**src/lsm_pkg.sv**
```systemverilog
package lsm_pkg;
   // ==========================================================
   // Clock and timing
   localparam int CLK_HZ = 20_000_000;
   localparam int MS_PER_S = 1000;
   localparam int MS_CYCLES = CLK_HZ / MS_PER_S;
   localparam int RECV_S = 90;
   localparam int WRITE_S = 20;
   localparam int LOADER_S = 15;
   localparam int RECV_MS = RECV_S * MS_PER_S;
   localparam int WRITE_MS = WRITE_S * MS_PER_S;
   localparam int LOADER_MS = LOADER_S * MS_PER_S;
   localparam logic [9:0] SLOW_HALF_MS = 10'h1f4;
   localparam logic [9:0] FAST_HALF_MS = 10'h064;
   localparam logic [1:0] BOOT_WAIT = 2'h3;

   // ==========================================================
   // Register map
   localparam logic [7:0] REG_CTRL = 8'h00;
   localparam logic [7:0] REG_CHAN = 8'h04;
   localparam logic [7:0] REG_STAT = 8'h08;
   localparam logic [7:0] REG_REJ = 8'h0c;
   localparam logic [15:0] CHAN_MAP_RST = 16'h3210;
   localparam int CTRL_REMOTE_BIT = 0;

   // ==========================================================
   // Characters and command patterns
   localparam logic [7:0] CH_CR = 8'h0d;
   localparam logic [7:0] CH_LF = 8'h0a;
   localparam logic [7:0] CH_SLASH = 8'h2f;
   localparam logic [7:0] CH_COLON = 8'h3a;
   localparam logic [7:0] CH_ZERO = 8'h30;
   localparam logic [55:0] PAT_LIMIT = 56'h48445354_4c533f;
   localparam logic [31:0] PAT_VER = 32'h5645523f;
   localparam logic [39:0] PAT_HWREV = 40'h56455248_3f;
   localparam logic [39:0] PAT_BANK0 = 40'h46524f4d_30;
   localparam logic [39:0] PAT_BANK1 = 40'h46524f4d_31;
   localparam logic [39:0] PAT_BANKQ = 40'h46524f4d_3f;
   localparam logic [31:0] PAT_SOFT_RESTART_COMMAND = 32'h52455354;
   localparam logic [39:0] PAT_STAT = 40'h5354454d_3f;
   localparam logic [31:0] TOKEN_BANK = 32'h46524f4d;
   localparam logic [4:0] LINE_BYTES = 5'h10;

   // ==========================================================
   // Controller states
   typedef enum logic [4:0] {
      ST_BOOT = 5'h01,
      ST_RUN = 5'h02,
      ST_RECV = 5'h04,
      ST_WRITE = 5'h08,
      ST_LOADER = 5'h10
   } lsm_state_t;
endpackage

```
**src/lsm_top.sv**
```systemverilog
`timescale 1ns/1ns
module lsm_top #(
   parameter int MS_CYCLES = lsm_pkg::MS_CYCLES,
   parameter int RECV_MS = lsm_pkg::RECV_MS,
   parameter int WRITE_MS = lsm_pkg::WRITE_MS,
   parameter int LOADER_MS = lsm_pkg::LOADER_MS,
   // Arbitrary identification texts
   parameter logic [95:0] VERSION_TEXT = 96'h302e3030_2030302d_30302d30,
   parameter logic [31:0] HW_REV_TEXT = 32'h302e3030
) (
   // Clock and reset
   input wire logic clk_i,
   input wire logic rst_i,
   // Wishbone slave
   input wire logic wb_cyc_i,
   input wire logic wb_stb_i,
   input wire logic wb_we_i,
   input wire logic [7:0] wb_adr_i,
   input wire logic [3:0] wb_sel_i,
   input wire logic [31:0] wb_dat_i,
   output logic [31:0] wb_dat_o,
   output logic wb_ack_o,
   // Command byte stream
   input wire logic [7:0] rx_data_i,
   input wire logic rx_valid_i,
   output logic rx_ready_o,
   output logic [7:0] tx_data_o,
   output logic tx_valid_o,
   input wire logic tx_ready_i,
   // Switch and button pins
   input wire logic [3:0] clockwise_limit_switch_i,
   input wire logic [3:0] counterclockwise_limit_switch_i,
   input wire logic [3:0] home_limit_switch_i,
   input wire logic btn_stop_i,
   input wire logic btn_speed_i,
   input wire logic btn_mode_i,
   input wire logic loader_select_switch_i,
   // Same-clock inputs
   input wire logic [3:0] soft_cw_limit_i,
   input wire logic [3:0] soft_ccw_limit_i,
   input wire logic [63:0] chip_status_i,
   input wire logic boot_bank_i,
   // Control outputs
   output logic remote_led_o,
   output logic bank_sel_o,
   output logic active_bank_o,
   output logic soft_restart_o,
   output logic defaults_clear_o
);

   typedef struct packed {
      logic [15:0] sync1;
      logic [15:0] sync2;
      lsm_pkg::lsm_state_t state;
      logic [1:0] boot_cnt;
      logic [127:0] line;
      logic [4:0] len;
      logic bad;
      logic [7:0] first;
      logic [255:0] reply;
      logic [5:0] rcnt;
      logic txv;
      logic rdy;
      logic [14:0] ms_cnt;
      logic [16:0] phase;
      logic [9:0] blink;
      logic blink_ph;
      logic led;
      logic remote;
      logic [15:0] chan_map;
      logic [15:0] rej;
      logic ack;
      logic [31:0] dat;
      logic act_bank;
      logic sel_bank;
      logic fw_pend;
      logic restart;
      logic dclr;
   } lsm_regs_t;

   localparam logic [14:0] MS_LAST = 15'(MS_CYCLES - 1);
   localparam logic [16:0] RECV_LAST = 17'(RECV_MS - 1);
   localparam logic [16:0] WRITE_LAST = 17'(WRITE_MS - 1);
   localparam logic [16:0] LOADER_LAST = 17'(LOADER_MS - 1);

   lsm_regs_t s_ff;
   lsm_regs_t nxt_s;
   logic tick;
   logic done;
   logic [255:0] r;
   logic [5:0] n;
   logic [8:0] sh;
   logic [4:0] cl;
   logic [9:0] half;

   function automatic logic [7:0] hex_char(input logic [3:0] v);
      hex_char = (v < 4'ha) ? (8'h30 + {4'h0, v}) : (8'h37 + {4'h0, v});
   endfunction

   // ==========================================================
   // Next-state logic
   always_comb begin
      nxt_s = s_ff;
      r = '0;
      n = '0;
      sh = '0;
      cl = '0;
      done = 1'b0;
      tick = (s_ff.ms_cnt == MS_LAST);
      half = (s_ff.state == lsm_pkg::ST_RECV) ? lsm_pkg::SLOW_HALF_MS
                                              : lsm_pkg::FAST_HALF_MS;
      nxt_s.restart = 1'b0;
      nxt_s.dclr = 1'b0;
      nxt_s.ack = 1'b0;

      // Pin synchronisers
      nxt_s.sync1 = {loader_select_switch_i, btn_mode_i, btn_speed_i,
                     btn_stop_i, home_limit_switch_i,
                     counterclockwise_limit_switch_i,
                     clockwise_limit_switch_i};
      nxt_s.sync2 = s_ff.sync1;

      // Millisecond divider and blink phase
      nxt_s.ms_cnt = tick ? '0 : s_ff.ms_cnt + 15'h0001;
      if (tick) begin
         if (s_ff.blink >= half - 10'h001) begin
            nxt_s.blink = '0;
            nxt_s.blink_ph = ~s_ff.blink_ph;
         end else begin
            nxt_s.blink = s_ff.blink + 10'h001;
         end
         if (!(s_ff.state == lsm_pkg::ST_LOADER &&
               s_ff.phase == LOADER_LAST)) begin
            nxt_s.phase = s_ff.phase + 17'h00001;
         end
      end

      // Transmit shifter
      if (s_ff.txv && tx_ready_i) begin
         nxt_s.reply = {s_ff.reply[247:0], 8'h00};
         nxt_s.rcnt = s_ff.rcnt - 6'h01;
      end

      // Controller sequence
      case (s_ff.state)
         lsm_pkg::ST_BOOT: begin
            nxt_s.boot_cnt = s_ff.boot_cnt + 2'h1;
            if (s_ff.boot_cnt == lsm_pkg::BOOT_WAIT) begin
               nxt_s.phase = '0;
               if (s_ff.sync2[15] && s_ff.sync2[12] && s_ff.sync2[14]) begin
                  nxt_s.state = lsm_pkg::ST_LOADER;
               end else begin
                  nxt_s.state = lsm_pkg::ST_RUN;
                  // Stop and speed held: previous bank
                  nxt_s.act_bank = boot_bank_i ^
                     (s_ff.sync2[12] & s_ff.sync2[13]);
                  nxt_s.sel_bank = nxt_s.act_bank;
               end
            end
         end
         lsm_pkg::ST_RUN: begin
         end
         lsm_pkg::ST_RECV: begin
            if (tick && s_ff.phase == RECV_LAST) begin
               nxt_s.state = lsm_pkg::ST_WRITE;
               nxt_s.phase = '0;
            end
         end
         lsm_pkg::ST_WRITE: begin
            if (tick && s_ff.phase == WRITE_LAST) begin
               nxt_s.state = lsm_pkg::ST_RUN;
               // New image sits in the other bank until restart
               nxt_s.sel_bank = ~s_ff.act_bank;
               nxt_s.fw_pend = 1'b1;
            end
         end
         lsm_pkg::ST_LOADER: begin
         end
         default: begin
            nxt_s.state = lsm_pkg::ST_BOOT;
         end
      endcase

      // Line assembly; bytes outside run state are absorbed
      if (rx_valid_i && s_ff.rdy && s_ff.state == lsm_pkg::ST_RUN) begin
         if (rx_data_i == lsm_pkg::CH_LF && s_ff.len != 5'h00 &&
             s_ff.line[7:0] == lsm_pkg::CH_CR) begin
            done = 1'b1;
         end else begin
            if (s_ff.len == 5'h00) begin
               nxt_s.first = rx_data_i;
            end
            nxt_s.line = {s_ff.line[119:0], rx_data_i};
            if (s_ff.len == lsm_pkg::LINE_BYTES) begin
               nxt_s.bad = 1'b1;
            end else begin
               nxt_s.len = s_ff.len + 5'h01;
            end
            if (rx_data_i[7]) begin
               nxt_s.bad = 1'b1;
            end
         end
      end

      // Decode of a complete line
      if (done) begin
         nxt_s.len = '0;
         nxt_s.bad = 1'b0;
         cl = s_ff.len - 5'h01;
         if (s_ff.bad) begin
            if (s_ff.rej != 16'hffff) begin
               nxt_s.rej = s_ff.rej + 16'h0001;
            end
         end else if (s_ff.first == lsm_pkg::CH_COLON && s_ff.remote) begin
            nxt_s.state = lsm_pkg::ST_RECV;
            nxt_s.phase = '0;
         end else if (cl == 5'h07 &&
                      s_ff.line[63:8] == lsm_pkg::PAT_LIMIT) begin
            for (int i = 0; i < 4; i++) begin
               r[8*(13-i)+:8] = hex_char(s_ff.chan_map[4*i+:4]);
               r[8*(9-i)+:8] = hex_char({1'b0, s_ff.sync2[8+i],
                  s_ff.sync2[4+i], s_ff.sync2[i]});
               r[8*(5-i)+:8] = hex_char({1'b0, s_ff.sync2[8+i],
                  soft_ccw_limit_i[i], soft_cw_limit_i[i]});
            end
            n = 6'h0e;
         end else if (cl == 5'h04 &&
                      s_ff.line[39:8] == lsm_pkg::PAT_VER) begin
            r[111:16] = VERSION_TEXT;
            n = 6'h0e;
         end else if (cl == 5'h05 &&
                      s_ff.line[47:8] == lsm_pkg::PAT_HWREV) begin
            r[47:16] = HW_REV_TEXT;
            n = 6'h06;
         end else if (cl == 5'h05 &&
                      s_ff.line[47:8] == lsm_pkg::PAT_BANKQ) begin
            r[55:16] = {lsm_pkg::TOKEN_BANK,
                        lsm_pkg::CH_ZERO | {7'h00, s_ff.act_bank}};
            n = 6'h07;
         end else if (cl == 5'h05 &&
                      s_ff.line[47:8] == lsm_pkg::PAT_BANK0) begin
            nxt_s.sel_bank = 1'b0;
         end else if (cl == 5'h05 &&
                      s_ff.line[47:8] == lsm_pkg::PAT_BANK1) begin
            nxt_s.sel_bank = 1'b1;
         end else if (cl == 5'h04 &&
                      s_ff.line[39:8] == lsm_pkg::PAT_SOFT_RESTART_COMMAND) begin
            nxt_s.act_bank = s_ff.sel_bank;
            nxt_s.restart = 1'b1;
            nxt_s.dclr = s_ff.fw_pend |
                         (s_ff.sel_bank != s_ff.act_bank);
            nxt_s.fw_pend = 1'b0;
         end else if (cl == 5'h05 &&
                      s_ff.line[47:8] == lsm_pkg::PAT_STAT) begin
            for (int i = 0; i < 4; i++) begin
               for (int j = 0; j < 4; j++) begin
                  r[8*(20-5*i-j)+:8] =
                     hex_char(chip_status_i[16*i+12-4*j+:4]);
               end
               if (i < 3) begin
                  r[8*(16-5*i)+:8] = lsm_pkg::CH_SLASH;
               end
            end
            n = 6'h15;
         end
      end

      // Reply load, left aligned with CR LF appended
      if (n != 6'h00) begin
         r[15:0] = {lsm_pkg::CH_CR, lsm_pkg::CH_LF};
         sh = {(6'h20 - n), 3'b000};
         nxt_s.reply = r << sh;
         nxt_s.rcnt = n;
      end
      nxt_s.txv = (nxt_s.rcnt != 6'h00);
      nxt_s.rdy = (nxt_s.rcnt == 6'h00);

      // Remote indicator
      case (s_ff.state)
         lsm_pkg::ST_RECV: nxt_s.led = s_ff.blink_ph;
         lsm_pkg::ST_WRITE: nxt_s.led = s_ff.blink_ph;
         lsm_pkg::ST_LOADER: begin
            nxt_s.led = (s_ff.phase == LOADER_LAST) ? 1'b1
                                                    : s_ff.blink_ph;
         end
         lsm_pkg::ST_RUN: nxt_s.led = s_ff.remote & ~s_ff.fw_pend;
         default: nxt_s.led = 1'b0;
      endcase

      // Wishbone slave, one wait state
      if (wb_cyc_i && wb_stb_i && !s_ff.ack) begin
         nxt_s.ack = 1'b1;
         nxt_s.dat = '0;
         if (wb_adr_i == lsm_pkg::REG_CTRL) begin
            if (wb_we_i && wb_sel_i[0]) begin
               nxt_s.remote = wb_dat_i[lsm_pkg::CTRL_REMOTE_BIT];
            end
            nxt_s.dat[lsm_pkg::CTRL_REMOTE_BIT] = s_ff.remote;
         end else if (wb_adr_i == lsm_pkg::REG_CHAN) begin
            if (wb_we_i && wb_sel_i[0]) begin
               nxt_s.chan_map[7:0] = wb_dat_i[7:0];
            end
            if (wb_we_i && wb_sel_i[1]) begin
               nxt_s.chan_map[15:8] = wb_dat_i[15:8];
            end
            nxt_s.dat[15:0] = s_ff.chan_map;
         end else if (wb_adr_i == lsm_pkg::REG_STAT) begin
            nxt_s.dat[8:0] = {s_ff.state, s_ff.fw_pend, s_ff.led,
                              s_ff.sel_bank, s_ff.act_bank};
         end else if (wb_adr_i == lsm_pkg::REG_REJ) begin
            nxt_s.dat[15:0] = s_ff.rej;
            if (wb_we_i && wb_sel_i[0]) begin
               // A reject in the clearing cycle still counts
               nxt_s.rej = (done && s_ff.bad) ? 16'h0001 : 16'h0000;
            end
         end
      end
   end

   // ==========================================================
   // State register
   always_ff @(posedge clk_i) begin
      if (rst_i) begin
         s_ff <= '0;
         s_ff.state <= lsm_pkg::ST_BOOT;
         s_ff.chan_map <= lsm_pkg::CHAN_MAP_RST;
      end else begin
         s_ff <= nxt_s;
      end
   end

   // Outputs straight from the state register
   assign wb_dat_o = s_ff.dat;
   assign wb_ack_o = s_ff.ack;
   assign rx_ready_o = s_ff.rdy;
   assign tx_data_o = s_ff.reply[255:248];
   assign tx_valid_o = s_ff.txv;
   assign remote_led_o = s_ff.led;
   assign bank_sel_o = s_ff.sel_bank;
   assign active_bank_o = s_ff.act_bank;
   assign soft_restart_o = s_ff.restart;
   assign defaults_clear_o = s_ff.dclr;

endmodule // lsm_top
```
**config.mk**
```make
export PLATFORM = sky130hd
export DESIGN_NAME = lsm_top
export DESIGN_NICKNAME = d
export VERILOG_FILES = /design/src/lsm_pkg.sv /design/src/lsm_top.sv
export SDC_FILE = /design/constraint.sdc
export NUM_CORES = 1
export LEC_CHECK = 0
export ABC_AREA = 0
export BUFFER_PORTS_ARGS = -buffer_cell sky130_fd_sc_hd__buf_2
export CORE_ASPECT_RATIO = 2
export CORE_MARGIN = 5
export CORE_UTILIZATION = 25
export CTS_CLUSTER_SIZE = 24
export DETAILED_ROUTE_END_ITERATION = 16
export SLEW_MARGIN = 20
export SYNTH_ARGS = -nofsm -noshare
export SYNTH_HDL_FRONTEND = slang
export SYNTH_SLANG_ARGS = --single-unit
```
**constraint.sdc**
```tcl
create_clock -name clk_i -period 11.1 [get_ports clk_i]
set_input_delay 0 -clock clk_i [delete_from_list [all_inputs] [get_ports clk_i]]
set_output_delay 0 -clock clk_i [all_outputs]
set_load 0.03 [all_outputs]
```
==> reports/results.tsv <==
metric	value	unit
placed cell areas	31000	um2
Setup Skew	52.5	ps
fin area	33500	um2
Worst Path Buf+Inv	5	
worst flop-to-flop path startpoint	s_ff[388]$_SDFFE_PP0P_	
Iteration-0 DRC Markers	2731	
RSZ-0062 raised after global routing	no	
clk sinks	469	
Worst setup SP type	flip-flop	
Die Area	122000	um2
Cells after Synth	3897	
total grt overflow	0	
CP max-delay cell	nand2_1	
Final min period	7810	ps
# DRC	0	
endpoints failing hold	0	
initial antenna violation count	14	
CTS tree	built	
crit path max fanout	25	
post-synth cell types	111	
hold-critical path endpoint	s_ff[363]$_SDFFE_PP0P_	
largest net degree at the start of global routing	146	
Synth Warn #	0	
Cell Area, Synth	28700	um2
DIE WIDTH	249	um
Max Slew Vio Count	0	
Critical Path Stages	22	
die span in y	489	um
outcome	complete, no violations	
delay of the slowest cell on the worst path	940	ps
number of global-route vias before repair	31300	
Hold Path Depth	6	
row cnt	175	
Synth top area share	32.7	%
Worst Setup End Kind	flip-flop	
DRT Wirelength	177	mm
PwrDens	110	nW/um2
Synth async-reset ratio	0	%
Post-synth EDFFs	0	
CTS Buf Count	45	
first-pass GRT wire length	241	mm
hold path startpoint	chip_status_i[8]	
main area contributors after synthesis	dfxtp_1 33%, a21oi_1 8.2%, nand2_1 7.1%	
Hold Path Class	primary input to flip-flop	
vias per cell	5.80	
slew margin rel.	13.1	%
clk_lat worst skew	680	ps
Area Overhead vs Synth	16.8	%
ANT nets after route	0	
reg2reg path depth	22	
Overall Global Routing Usage	27.5	%
ys flop type	dfxtp_1	
Final period util	70.4	%
setup TNS	0	ps
Cell Chain, Critical Path	inv_1 -> ha_1 -> nor4bb_1 -> and3_1 -> and4_1 -> buf_4 -> a22oi_1 -> buf_4 -> o22ai_1 -> nand2_1 -> ha_4 -> nand3_2 -> inv_2 -> ha_1 -> buf_4 -> nor2_1 -> nand3_1 -> nand2_1 -> nor2_1 -> o21ai_0 -> o211ai_1 -> a21oi_1	
worst slew pin tran	1300	ps
Port Buffers	161	
worst-case clock buffer depth	3	
sequential element share of the synthesized area	32.7	%
worst setup path class	flip-flop to flip-flop	
DP HPWL	133	mm
Root Driver	clkbuf_16	
via count	32100	
share of cells above drive strength 1	11.3	%
CP Data Required Time	11680	ps
Setup-failing EPs final	0	
Syn Area/Cell	7.36	um2
drt pass-1 iters	8	
Max-Cap Viols	0	
leading area contributor after synthesis	dfxtp_1	
Peak VDD IR	0.135	mV
flops & latches, synth	469	
setup slack, reg-to-reg	3290	ps
initial core utilization	25.2	%
Clock transition at path regs	70	ps
P_leak	0.0114	uW
IO Count	196	
Crit path max-delay family	simple AND/OR/NAND/NOR gates	
Min Hold Slack	27.3	ps
number of H-tree levels	2	
Fmax	0.128	GHz
Core Area	114000	um2
CP most frequent cell	buf_4	
RR Endpoint	s_ff[357]$_SDFFE_PP0P_	
Arr. time, crit path	8390	ps
setup bufs post-CTS	0	
Placer Congestion	1.06	
nets@finish	4168	
routed wire length per instance	31.9	um
-- per-layer routing --
layer	up-vias	global-route usage [%]	share of wire, %
li1	14400	-	-
met1	15600	25.9	32
met2	1443	48.6	49
met3	649	4.15	5.2
met4	10	29.5	14
met5	-	0	0.030
-- final cells by class --
class | count | area (um2)
clock inverters | 25 | 332
diodes | 11 | 27.5
fillers | 12700 | 80400
repair buffers | 367 | 2670
flip-flops and latches | 469 | 9390
multi-input cells | 3020 | 17700
well taps | 1504 | 1880
inverters | 81 | 304
clock buffers | 56 | 1230
-- cell usage in the layout, fill, tap and decap left out, drive strengths merged, types with 48 or more instances in the layout --
cell type,n
clkbuf,57
a31oi,55
a22oi,160
a211oi,48
dfxtp,469
mux2i,55
nand2,547
nor2,377
and3,56
dlygate4sd3,87
nand3,122
nor2b,49
nand4,60
inv,83
o21ai,263
a21oi,475
nor3,98
buf,279
-- sequential cells by signal, summed over array words and instances (netlist names) --
name	count
soft_restart_o	1
wb_ack_o	1
tx_data_o	8
nxt_s	16
bank_sel_o	1
defaults_clear_o	1
active_bank_o	1
rx_ready_o	1
tx_valid_o	1
remote_led_o	1
wb_dat_o	16
s_ff	421
-- through the flow --
step / setup slack, ps / cells / power (uW) / utilization [%]
after floorplan: 6360 / 3912 / 1870 / -
after global placement: 3730 / 5352 / 1980 / 27.2
after detailed placement: 3670 / 5353 / 1980 / 27.2
after CTS: 3670 / 5521 / 3700 / 29.3
after global routing: 3260 / 5526 / 3780 / 29.4
final: 3290 / 5533 / 3680 / 29.4
-- synthesized netlist by cell type, drive strengths merged, types with 19 or more instances --
library cell and n:
dfxtp 469, o211ai 41, and3 56, xor2 33, a21o 19, nand4 60, xnor2 43, nand2 547
nor4 22, nand3 122, o22ai 32, a31oi 55, a221oi 35, ha 36, inv 79, nand2b 22
a211oi 48, o21a 27, a22oi 160, a21oi 475, o21ai 263, mux2i 55, nor3 98, nor2b 49
nor2 377, or3 22, clkbuf 207, buf 135
-- how the worst max path moves through the flow --
stage | from | endpoint | slack, ps
2_1_floorplan | s_ff[388]$_SDFFE_PP0P_ | s_ff[297]$_SDFFE_PP0P_ | 6360
3_3_place_gp | s_ff[388]$_SDFFE_PP0P_ | s_ff[294]$_SDFFE_PP0P_ | 3730
3_5_place_dp | s_ff[388]$_SDFFE_PP0P_ | s_ff[294]$_SDFFE_PP0P_ | 3670
4_1_cts | s_ff[388]$_SDFFE_PP0P_ | s_ff[294]$_SDFFE_PP0P_ | 3670
5_1_grt | s_ff[388]$_SDFFE_PP0P_ | s_ff[357]$_SDFFE_PP0P_ | 3260
6_report | s_ff[388]$_SDFFE_PP0P_ | s_ff[357]$_SDFFE_PP0P_ | 3290
-- tightest hold or removal path, stage by stage --
cell and delay, ps:
buf_2 100, xnor2_1 110, nand3_1 100, a21oi_1 70, o22ai_1 170, a21oi_1 90
-- kinds of logic (layout without fill, tap and decap cells) --
family          count (synthesis)  after routing  share of synthesized area, %
mux                            74             74                          2.81
other cells                     1             27                        0.0131
xor+xnor                       76             76                          2.32
compound gates               1345           1345                          29.7
flops                         469            469                          32.7
buf+inv                       423            529                          6.63
simple gates                 1473           1473                          24.2
fa+ha+maj                      36             36                          1.57
-- report_power, final --
group	total, uW	internal (uW)	leakage, uW	switching, uW
Sequential	1710	1690	0.00378	12.3
Combinational	251	82.1	0.00688	169
Clock	1720	936	0.000759	781
Total	3680	2710	0.0114	963
-- repair_timing --
action,4_1_cts,5_1_grt
endpoints found under the hold margin,125,0
resized for setup,0,0
hold buffers,87,0
Note: power is estimated with default switching activity, not from simulation.
